<file path="src/cssw_map.svh">
// Register offsets, field positions, reset values and timing constants of the standby wake block.
// Contract
// - Channel 1 rate is base divided by D; the code applies D only in standby.
// - One divider field serves both channels.
// - Channel 2 rate divided further by S; the code applies S only in standby.
// - D and S reset to one.
// - Each channel has its own power-down bit.
// - Excitation stops only when both channels down.
// - Both down holds front end in reset.
// - Wake clears standby and raises interrupt together.
// - Absolute threshold compares result bits eleven to four.
// - Slope threshold aligned to result bits eleven to four.
// - Combine bit selects AND or OR.
// - Enable bits gate absolute and slope detection.
// - Wake settings are held per channel.
// - Result split into low and high bytes.
// - Overrange flag follows the latest conversion.
// - Stored result sets channel ready flag.
// - New result overwrites the old one.
// - Channel wake sets its own wake flag.
// - One shared bit enters and leaves standby.
`ifndef CSSW_MAP_SVH
`define CSSW_MAP_SVH
`define CSSW_CLK_HZ          200000000
`define CSSW_CONV_RATE_HZ    1660
`define CSSW_OFS_PWR         8'h00
`define CSSW_OFS_DIV         8'h01
`define CSSW_OFS_SUB         8'h02
`define CSSW_OFS_WCFG1       8'h03
`define CSSW_OFS_WCFG2       8'h04
`define CSSW_OFS_ABS1        8'h05
`define CSSW_OFS_ABS2        8'h06
`define CSSW_OFS_SLP1        8'h07
`define CSSW_OFS_SLP2        8'h08
`define CSSW_OFS_RES1L       8'h09
`define CSSW_OFS_RES1H       8'h0a
`define CSSW_OFS_RES2L       8'h0b
`define CSSW_OFS_RES2H       8'h0c
`define CSSW_OFS_STAT        8'h0d
`define CSSW_PWR_SB          0
`define CSSW_PWR_PD1         1
`define CSSW_PWR_PD2         2
`define CSSW_WCFG_COMB       0
`define CSSW_WCFG_AE         1
`define CSSW_WCFG_RE         2
`define CSSW_STAT_RDY_LSB    0
`define CSSW_STAT_WAKE_LSB   2
`define CSSW_RATE_RESET      5'h01
`define CSSW_PWR_RESET       3'h0
`define CSSW_CFG_RESET       3'h0
`define CSSW_THR_RESET       8'h00
`endif

</file>
<file path="src/cssw_pkg.sv">
// Shared types of the standby wake block.
package cssw_pkg;

    // One conversion handed over by the converter.
    typedef struct packed {
        logic        done;
        logic        overrange;
        logic [11:0] data;
    } cssw_conv_s;

    // Wake settings of one channel.
    typedef struct packed {
        logic       combine_and;
        logic       abs_en;
        logic       slope_en;
        logic [7:0] abs_thr;
        logic [7:0] slope_thr;
    } cssw_wake_cfg_s;

    // State that one channel reports upward.
    typedef struct packed {
        logic        stored;
        logic        wake;
        logic        overrange;
        logic [11:0] result;
    } cssw_chan_s;

    // Five-bit rate divider field.
    typedef logic [4:0] cssw_rate_t;

endpackage : cssw_pkg

</file>
<file path="src/cssw_top.sv">
// Standby rate control, power-down and wake-up discriminator of the two-channel front end.
`include "cssw_map.svh"

module cssw_top #(
    // Cycles per full-rate conversion; shorten for simulation.
    parameter int CONV_BASE_CYCLES =
        (`CSSW_CLK_HZ + `CSSW_CONV_RATE_HZ - 1) / `CSSW_CONV_RATE_HZ
) (
    // Clock and reset
    input  wire logic                 sys_clk,
    input  wire logic                 reset_n,
    // Register port
    input  wire logic [7:0]           reg_addr,
    input  wire logic [7:0]           reg_wdata,
    input  wire logic                 reg_wr,
    input  wire logic                 reg_rd,
    output logic      [7:0]           reg_rdata,
    // Converter results
    input  wire cssw_pkg::cssw_conv_s ch1_conv,
    input  wire cssw_pkg::cssw_conv_s ch2_conv,
    // Front-end control
    output logic                      ch1_conv_start,
    output logic                      ch2_conv_start,
    output logic                      excitation_enable,
    output logic                      afe_reset,
    output logic                      standby_active,
    // Processor interrupts
    output logic                      wake_irq,
    output logic                      ready_irq
);

    // ------------------------------------------------------------------
    // Declarations
    // ------------------------------------------------------------------
    logic [2:0]               pwr_reg;
    cssw_pkg::cssw_rate_t     div_reg;
    cssw_pkg::cssw_rate_t     sub_reg;
    logic [2:0]               wcfg_reg      [2];
    logic [7:0]               abs_thr_reg   [2];
    logic [7:0]               slope_thr_reg [2];
    logic [1:0]               ready_flag_reg;
    logic [1:0]               wake_flag_reg;
    logic [7:0]               rdata_reg;
    logic [7:0]               rd_mux;
    logic [16:0]              base_cnt_reg;
    cssw_pkg::cssw_rate_t     div_cnt_reg;
    cssw_pkg::cssw_rate_t     sub_cnt_reg;
    logic                     start1_reg;
    logic                     start2_reg;
    cssw_pkg::cssw_rate_t     d_eff;
    cssw_pkg::cssw_rate_t     s_eff;
    logic                     base_tick;
    logic                     div_tick;
    logic                     sub_tick;
    logic                     afe_hold;
    logic                     standby;
    logic                     any_wake;
    logic [1:0]               chan_on;
    cssw_pkg::cssw_conv_s     conv_arr      [2];
    cssw_pkg::cssw_chan_s     chan_arr      [2];
    cssw_pkg::cssw_wake_cfg_s cfg_arr       [2];

    // ------------------------------------------------------------------
    // Power and standby control
    // ------------------------------------------------------------------

    // Both channels down parks the whole front end and clears its results, but not the control registers.
    assign afe_hold = pwr_reg[`CSSW_PWR_PD1] & pwr_reg[`CSSW_PWR_PD2];
    assign standby  = pwr_reg[`CSSW_PWR_SB];
    assign chan_on  = {~pwr_reg[`CSSW_PWR_PD2], ~pwr_reg[`CSSW_PWR_PD1]};
    assign any_wake = chan_arr[0].wake | chan_arr[1].wake;

    // Power register; a wake clears the standby bit and beats a software write.
    always_ff @(posedge sys_clk or negedge reset_n)
    begin
        if (!reset_n) begin
            pwr_reg <= `CSSW_PWR_RESET;
        end else begin
            if (reg_wr && reg_addr == `CSSW_OFS_PWR) begin
                pwr_reg <= reg_wdata[2:0];
            end
            if (any_wake) begin
                pwr_reg[`CSSW_PWR_SB] <= 1'b0;
            end
        end
    end

    // Rate fields, reset to one so both channels start at full rate.
    always_ff @(posedge sys_clk or negedge reset_n)
    begin
        if (!reset_n) begin
            div_reg <= `CSSW_RATE_RESET;
            sub_reg <= `CSSW_RATE_RESET;
        end else if (reg_wr) begin
            if (reg_addr == `CSSW_OFS_DIV) begin
                div_reg <= reg_wdata[4:0];
            end
            if (reg_addr == `CSSW_OFS_SUB) begin
                sub_reg <= reg_wdata[4:0];
            end
        end
    end

    // ------------------------------------------------------------------
    // Conversion rate generation
    // ------------------------------------------------------------------

    // A zero field is taken as one, and outside standby no division applies.
    always_comb
    begin
        d_eff = `CSSW_RATE_RESET;
        s_eff = `CSSW_RATE_RESET;
        if (standby && div_reg != 5'h00) begin
            d_eff = div_reg;
        end
        if (standby && sub_reg != 5'h00) begin
            s_eff = sub_reg;
        end
    end

    assign base_tick = base_cnt_reg == 17'(CONV_BASE_CYCLES - 1);
    // Compare with >= so that a divider lowered mid-count never stalls the chain.
    assign div_tick  = base_tick & (div_cnt_reg >= (d_eff - 5'h01));
    assign sub_tick  = div_tick & (sub_cnt_reg >= (s_eff - 5'h01));

    // Full-rate base counter; its period keeps each channel at or below top rate.
    always_ff @(posedge sys_clk or negedge reset_n)
    begin
        if (!reset_n) begin
            base_cnt_reg <= 17'h00000;
        end else if (afe_hold || base_tick) begin
            base_cnt_reg <= 17'h00000;
        end else begin
            base_cnt_reg <= base_cnt_reg + 17'h00001;
        end
    end

    // Shared divider stage, feeding channel 1 directly.
    always_ff @(posedge sys_clk or negedge reset_n)
    begin
        if (!reset_n) begin
            div_cnt_reg <= 5'h00;
        end else if (afe_hold || div_tick) begin
            div_cnt_reg <= 5'h00;
        end else if (base_tick) begin
            div_cnt_reg <= div_cnt_reg + 5'h01;
        end
    end

    // Channel 2 subdivider counts the shared divider's output, giving D times S.
    always_ff @(posedge sys_clk or negedge reset_n)
    begin
        if (!reset_n) begin
            sub_cnt_reg <= 5'h00;
        end else if (afe_hold || sub_tick) begin
            sub_cnt_reg <= 5'h00;
        end else if (div_tick) begin
            sub_cnt_reg <= sub_cnt_reg + 5'h01;
        end
    end

    // Start pulses, suppressed for a powered-down channel.
    always_ff @(posedge sys_clk or negedge reset_n)
    begin
        if (!reset_n) begin
            start1_reg <= 1'b0;
            start2_reg <= 1'b0;
        end else begin
            start1_reg <= div_tick & chan_on[0] & ~afe_hold;
            start2_reg <= sub_tick & chan_on[1] & ~afe_hold;
        end
    end

    // ------------------------------------------------------------------
    // Per-channel wake settings, discriminator and flags
    // ------------------------------------------------------------------
    assign conv_arr[0] = ch1_conv;
    assign conv_arr[1] = ch2_conv;

    generate
        for (genvar ch = 0; ch < 2; ch++) begin : g_chan
            localparam logic [7:0] OFS_CFG = 8'(`CSSW_OFS_WCFG1 + ch);
            localparam logic [7:0] OFS_ABS = 8'(`CSSW_OFS_ABS1 + ch);
            localparam logic [7:0] OFS_SLP = 8'(`CSSW_OFS_SLP1 + ch);

            // Each channel keeps its own thresholds, combine and enables.
            always_ff @(posedge sys_clk or negedge reset_n)
            begin
                if (!reset_n) begin
                    wcfg_reg[ch]      <= `CSSW_CFG_RESET;
                    abs_thr_reg[ch]   <= `CSSW_THR_RESET;
                    slope_thr_reg[ch] <= `CSSW_THR_RESET;
                end else if (reg_wr) begin
                    if (reg_addr == OFS_CFG) begin
                        wcfg_reg[ch] <= reg_wdata[2:0];
                    end
                    if (reg_addr == OFS_ABS) begin
                        abs_thr_reg[ch] <= reg_wdata;
                    end
                    if (reg_addr == OFS_SLP) begin
                        slope_thr_reg[ch] <= reg_wdata;
                    end
                end
            end

            assign cfg_arr[ch] = '{combine_and: wcfg_reg[ch][`CSSW_WCFG_COMB],
                                   abs_en:      wcfg_reg[ch][`CSSW_WCFG_AE],
                                   slope_en:    wcfg_reg[ch][`CSSW_WCFG_RE],
                                   abs_thr:     abs_thr_reg[ch],
                                   slope_thr:   slope_thr_reg[ch]};

            cssw_chan_eval u_eval (
                .sys_clk  (sys_clk),
                .reset_n  (reset_n),
                .afe_hold (afe_hold),
                .chan_on  (chan_on[ch]),
                .standby  (standby),
                .cfg      (cfg_arr[ch]),
                .conv     (conv_arr[ch]),
                .chan     (chan_arr[ch])
            );

            // Sticky flags; a new event in the clearing cycle keeps the flag set.
            always_ff @(posedge sys_clk or negedge reset_n)
            begin
                if (!reset_n) begin
                    ready_flag_reg[ch] <= 1'b0;
                    wake_flag_reg[ch]  <= 1'b0;
                end else begin
                    ready_flag_reg[ch] <= chan_arr[ch].stored | (ready_flag_reg[ch]
                        & ~(reg_wr && reg_addr == `CSSW_OFS_STAT
                            && reg_wdata[`CSSW_STAT_RDY_LSB + ch]));
                    wake_flag_reg[ch]  <= chan_arr[ch].wake | (wake_flag_reg[ch]
                        & ~(reg_wr && reg_addr == `CSSW_OFS_STAT
                            && reg_wdata[`CSSW_STAT_WAKE_LSB + ch]));
                end
            end
        end
    endgenerate

    // ------------------------------------------------------------------
    // Register read port
    // ------------------------------------------------------------------

    // Unmapped and reserved bits read as zero.
    always_comb
    begin
        rd_mux = 8'h00;
        case (reg_addr)
            `CSSW_OFS_PWR:   rd_mux = {5'h00, pwr_reg};
            `CSSW_OFS_DIV:   rd_mux = {3'h0, div_reg};
            `CSSW_OFS_SUB:   rd_mux = {3'h0, sub_reg};
            `CSSW_OFS_WCFG1: rd_mux = {5'h00, wcfg_reg[0]};
            `CSSW_OFS_WCFG2: rd_mux = {5'h00, wcfg_reg[1]};
            `CSSW_OFS_ABS1:  rd_mux = abs_thr_reg[0];
            `CSSW_OFS_ABS2:  rd_mux = abs_thr_reg[1];
            `CSSW_OFS_SLP1:  rd_mux = slope_thr_reg[0];
            `CSSW_OFS_SLP2:  rd_mux = slope_thr_reg[1];
            `CSSW_OFS_RES1L: rd_mux = chan_arr[0].result[7:0];
            `CSSW_OFS_RES1H: rd_mux = {chan_arr[0].overrange, 3'h0, chan_arr[0].result[11:8]};
            `CSSW_OFS_RES2L: rd_mux = chan_arr[1].result[7:0];
            `CSSW_OFS_RES2H: rd_mux = {chan_arr[1].overrange, 3'h0, chan_arr[1].result[11:8]};
            `CSSW_OFS_STAT:  rd_mux = {4'h0, wake_flag_reg, ready_flag_reg};
            default:         rd_mux = 8'h00;
        endcase
    end

    // Read data stand only in the cycle after the strobe; zero otherwise.
    always_ff @(posedge sys_clk or negedge reset_n)
    begin
        if (!reset_n) begin
            rdata_reg <= 8'h00;
        end else if (reg_rd) begin
            rdata_reg <= rd_mux;
        end else begin
            rdata_reg <= 8'h00;
        end
    end

    // ------------------------------------------------------------------
    // Outputs
    // ------------------------------------------------------------------
    assign reg_rdata         = rdata_reg;
    assign ch1_conv_start    = start1_reg;
    assign ch2_conv_start    = start2_reg;
    assign excitation_enable = ~afe_hold;
    assign afe_reset         = afe_hold;
    assign standby_active    = standby;
    // The wake line is a level that lasts as long as a wake flag is set.
    assign wake_irq          = |wake_flag_reg;
    assign ready_irq         = |ready_flag_reg;

endmodule : cssw_top

</file>
<file path="src/cssw_chan_eval.sv">
// Result store and wake discriminator of one channel.
module cssw_chan_eval (
    // Clock and reset
    input  wire logic                     sys_clk,
    input  wire logic                     reset_n,
    // Front-end control
    input  wire logic                     afe_hold,
    input  wire logic                     chan_on,
    input  wire logic                     standby,
    input  wire cssw_pkg::cssw_wake_cfg_s cfg,
    // Converter side
    input  wire cssw_pkg::cssw_conv_s     conv,
    // Channel report
    output cssw_pkg::cssw_chan_s          chan
);
    logic [11:0] result_reg;
    logic        ovr_reg;
    logic        prev_valid_reg;
    logic        stored_reg;
    logic        wake_reg;
    logic        take;
    logic [11:0] delta;
    logic        abs_hit;
    logic        slope_hit;
    logic        wake_cond;

    // A result is accepted only from a live, powered channel.
    assign take = conv.done & chan_on & ~afe_hold;

    // Slope is the distance between the new result and the stored one.
    always_comb
    begin
        delta     = (conv.data >= result_reg) ? (conv.data - result_reg)
                                              : (result_reg - conv.data);
        abs_hit   = conv.data[11:4] > cfg.abs_thr;
        slope_hit = prev_valid_reg & (delta[11:4] > cfg.slope_thr);
        if (cfg.combine_and)
            wake_cond = (cfg.abs_en | cfg.slope_en) & (~cfg.abs_en | abs_hit)
                      & (~cfg.slope_en | slope_hit);
        else
            wake_cond = (cfg.abs_en & abs_hit) | (cfg.slope_en & slope_hit);
    end

    // The store is overwritten on every conversion, read or not.
    always_ff @(posedge sys_clk or negedge reset_n)
    begin
        if (!reset_n) begin
            result_reg     <= 12'h000;
            ovr_reg        <= 1'b0;
            prev_valid_reg <= 1'b0;
        end else if (afe_hold) begin
            result_reg     <= 12'h000;
            ovr_reg        <= 1'b0;
            prev_valid_reg <= 1'b0;
        end else if (take) begin
            result_reg     <= conv.data;
            ovr_reg        <= conv.overrange;
            prev_valid_reg <= 1'b1;
        end
    end

    // Event pulses, one cycle each, in step with the store update.
    always_ff @(posedge sys_clk or negedge reset_n)
    begin
        if (!reset_n) begin
            stored_reg <= 1'b0;
            wake_reg   <= 1'b0;
        end else begin
            stored_reg <= take;
            wake_reg   <= take & standby & wake_cond;
        end
    end

    assign chan = '{stored: stored_reg, wake: wake_reg, overrange: ovr_reg, result: result_reg};

endmodule : cssw_chan_eval

</file>
<file path="config.mk">
export PLATFORM = sky130hd
export DESIGN_NAME = cssw_top
export DESIGN_NICKNAME = d
export VERILOG_FILES = /design/src/cssw_pkg.sv /design/src/cssw_top.sv /design/src/cssw_chan_eval.sv
export VERILOG_INCLUDE_DIRS = /design/src
export SDC_FILE = /design/constraint.sdc
export NUM_CORES = 1
export LEC_CHECK = 0
export BUFFER_PORTS_ARGS = -buffer_cell sky130_fd_sc_hd__buf_2
export CAP_MARGIN = 15
export CORE_MARGIN = 8
export CORE_UTILIZATION = 30
export DETAILED_ROUTE_END_ITERATION = 16
export REMOVE_ABC_BUFFERS = 1
export SLEW_MARGIN = 0
export SYNTH_ARGS = -nofsm -noshare
export SYNTH_HDL_FRONTEND = slang
export SYNTH_SLANG_ARGS = --single-unit
</file>
<file path="constraint.sdc">
create_clock -name sys_clk -period 6.7 [get_ports sys_clk]
set_input_delay 0.67 -clock sys_clk [delete_from_list [all_inputs] [get_ports sys_clk]]
set_output_delay 0.67 -clock sys_clk [all_outputs]
set_load 0.01 [all_outputs]
</file>
==> flow_summary.ini <==
[run_status]
status = completed

[global_route]
overflow = 0
grt_pass1_wl_um = 38200
antenna_found_initial = 5
grt.total_usage_pct = 14.3
grt_pass1_vias = 6850
grt_max_degree = 61

[setup_path]
r2r_end = g_chan[1].u_eval.wake_reg
cp_cell_sequence = ha_1 -> a21oi_2 -> a21boi_2 -> o211ai_2 -> a211oi_2 -> mux2_2 -> o21ai_2 -> xor2_1 -> ha_1 -> a21oi_1 -> nor2b_1 -> o21ai_0 -> nand2b_1 -> o221ai_1 -> a22oi_1 -> o2111a_1
cp_common_cell = ha_1
crit_family = compound AO/OA/AOI/OAI gates
cp_slowest_cell = a211oi_2
criticalPathCategory = reg2reg
r2r_setup_slack_ps = 2510
endpoint_kind = flip-flop
critPathArrivalTime_ps = 4500
worst_ep_required_time_ps = 7010
cp_max_fo = 11
crit_path_start_kind = flip-flop
crit_path_max_incr_delay_ps = 800
r2r-start = g_chan[1].u_eval.result_reg[8]
worst-path-buf-inv = 0
reg2reg_depth = 16

[floorplan]
num_rows = 62
die_area_um2 = 34500
die_w_um = 186
io_pins = 63
core_area_um2 = 28500
die_h_um = 186
start_util_pct = 30.3

[sta]
worstMarginPinSlew_ps = 1080
max_slew_margin_pct = 27.6
fin_skew_ps = 13.1
period_share_pct = 62.5
slew_viol_final = 0
rsz0062_at_grt = no
min_period_ps = 4190
fmax_mhz = 239
holdWs_ps = 318
report.final.hold_viol_count = 0
tns_ps = 0
setup_viol = 0

[final_layout]
drive_above_1_share_pct = 15.1
syn2layout_area_growth_pct = 14.1
design_area_um2 = 9860
largest_reg_flops = 24
layout.nets = 1130
final-instance-count-excl-fill = 1387

[cts]
cts_tree = built
cts_setup_buffers = 0
clk_latency_ps = 430
ctsHoldBuffers = 0
clock_path_buffers = 2
clock_sinks = 124
cts-buffers-inserted = 17
clk_pin_slew_ps = 70
ctsResizeCount = 0
cts-root-buf = clkbuf_16
cts_htree_levels = 4

[placement]
post-place-cells = 1353
place_area_um2 = 9280
portBuffers = 62
gp_congestion = 0.904
place_hpwl_um = 18300

[synth]
synthTopCellsByCount = 122 x dfrtp_1, 94 x ha_1, 89 x inv_1
yosys_most_used_dff = dfrtp_1
ys_types = 71
syn_area_um2 = 8640
yosysSeqAreaShare_pct = 35.9
yosys.area.top_type = dfrtp_1
synth_area_per_cell_um2 = 9.15
yosys_warnings = 0
synth_area_leaders = dfrtp_1 35%, ha_1 14%, mux2_2 4.0%
yosysMostFrequentCell = dfrtp_1
ys_seq_elements = 124
synth_edf_count = 0
synth_cells = 944
async_flop_share_pct = 100
synth_top_area_share_pct = 35.3

[power]
p_comb_share_pct = 22.2
swShare_pct = 32.4
leakage_nw = 4.70
ir_drop_mv = 0.123
seq_power_share_pct = 38.0
p_per_area_nw_per_um2 = 232
p_int_mw = 1.55
power.switching_mw = 0.740
clkPwrFrac_pct = 39.8

[route]
drt_iter0_markers = 648
via_per_inst = 5.10
routed_wl_um = 24000
wl_per_cell_um = 17.3
drtPass1Iterations = 7
vias = 7069
drc = 0
ant_nets = 0

[job]
maxCapViolations = 0

[min_path]
min-delay-path-class = in2async
[logic make-up after synthesis]
| family | after synthesis | synth area share [%] |
|---|---|---|
| AND/OR/NAND/NOR | 265 | 15.1 |
| AO/OA/AOI/OAI | 237 | 18.1 |
| buffers and inverters | 132 | 6.17 |
| flip-flops | 124 | 35.9 |
| adder cells (fa/ha/maj) | 94 | 13.6 |
| multiplexers | 59 | 7.76 |
| XOR/XNOR | 33 | 3.34 |
[power groups by stage]
stage	clock (mW)	sequential [mW]	combinational, mW
after detailed placement	0	0.882	0.504
after CTS	0.928	0.869	0.508
final	0.910	0.869	0.508
after global routing	0.962	0.878	0.573
after global placement	0	0.881	0.497
after floorplan	0	0.856	0.363
[worst reg2reg max path: cells and delay by family, from the launching register on]
family	cells	cell delay, ps
AO/OA/AOI/OAI	10	2200
AND/OR/NAND/NOR	2	140
XOR/XNOR	1	170
multiplexers	1	420
flip-flops	1	470
adder cells (fa/ha/maj)	2	680
[through the flow]
stage | setup slack (ps) | total power [mW] | util (%)
2_1_floorplan | 2700 | 1.22 | -
3_3_place_gp | 2240 | 1.38 | 32.5
3_5_place_dp | 2200 | 1.39 | 32.5
4_1_cts | 2540 | 2.30 | 34.5
5_1_grt | 2300 | 2.41 | 34.5
6_report | 2510 | 2.29 | 34.5
[placed cells by master (no fill, tap or decap), types with 4 or more instances in the layout]
master,instances
buf_2,61
o21ai_0,67
nand2_1,83
ha_1,94
nor2_1,57
dfrtp_1,122
nor3_1,12
a211oi_1,6
a31oi_1,4
or3_1,5
a21oi_1,53
nor2b_1,21
buf_4,6
inv_6,6
inv_1,89
o221ai_1,5
a22oi_1,12
xor2_1,19
mux2i_1,24
mux2_2,31
o21a_1,6
and3_1,12
nand2b_1,8
nand3_1,28
xnor2_1,14
a21o_1,19
a22o_1,28
nand4_1,18
clkbuf_16,17
o211ai_1,6
[how the worst max path moves through the flow]
| stage | from | end | slack (ps) | cells past startpoint |
|---|---|---|---|---|
| after floorplan | ch2_conv[8] | g_chan[1].u_eval.wake_reg | 2700 | 17 |
| after global placement | ch2_conv[8] | g_chan[1].u_eval.wake_reg | 2240 | 18 |
| after detailed placement | ch2_conv[8] | g_chan[1].u_eval.wake_reg | 2200 | 18 |
| after CTS | g_chan[1].u_eval.result_reg[8] | g_chan[1].u_eval.wake_reg | 2540 | 16 |
| after global routing | g_chan[1].u_eval.result_reg[8] | g_chan[1].u_eval.wake_reg | 2300 | 16 |
| final | g_chan[1].u_eval.result_reg[8] | g_chan[1].u_eval.wake_reg | 2510 | 16 |
[per-layer routing]
layer,vias up,global-route usage (%),wire length (um)
li1,3442,-,-
met1,3386,18.5,10900
met2,190,22.9,11300
met3,45,2.52,1060
met4,6,6.41,737
met5,-,0,37
[layout make-up]
type	count	area, um^2
fillers	2983	18700
well taps	384	480
clock inverters	15	150
clock buffers	17	425
multi-input cells	688	5000
repair buffers	67	350
diodes	2	5.00
inverters	90	338
flip-flops and latches	124	3110
(Power assumes the default switching activity.)
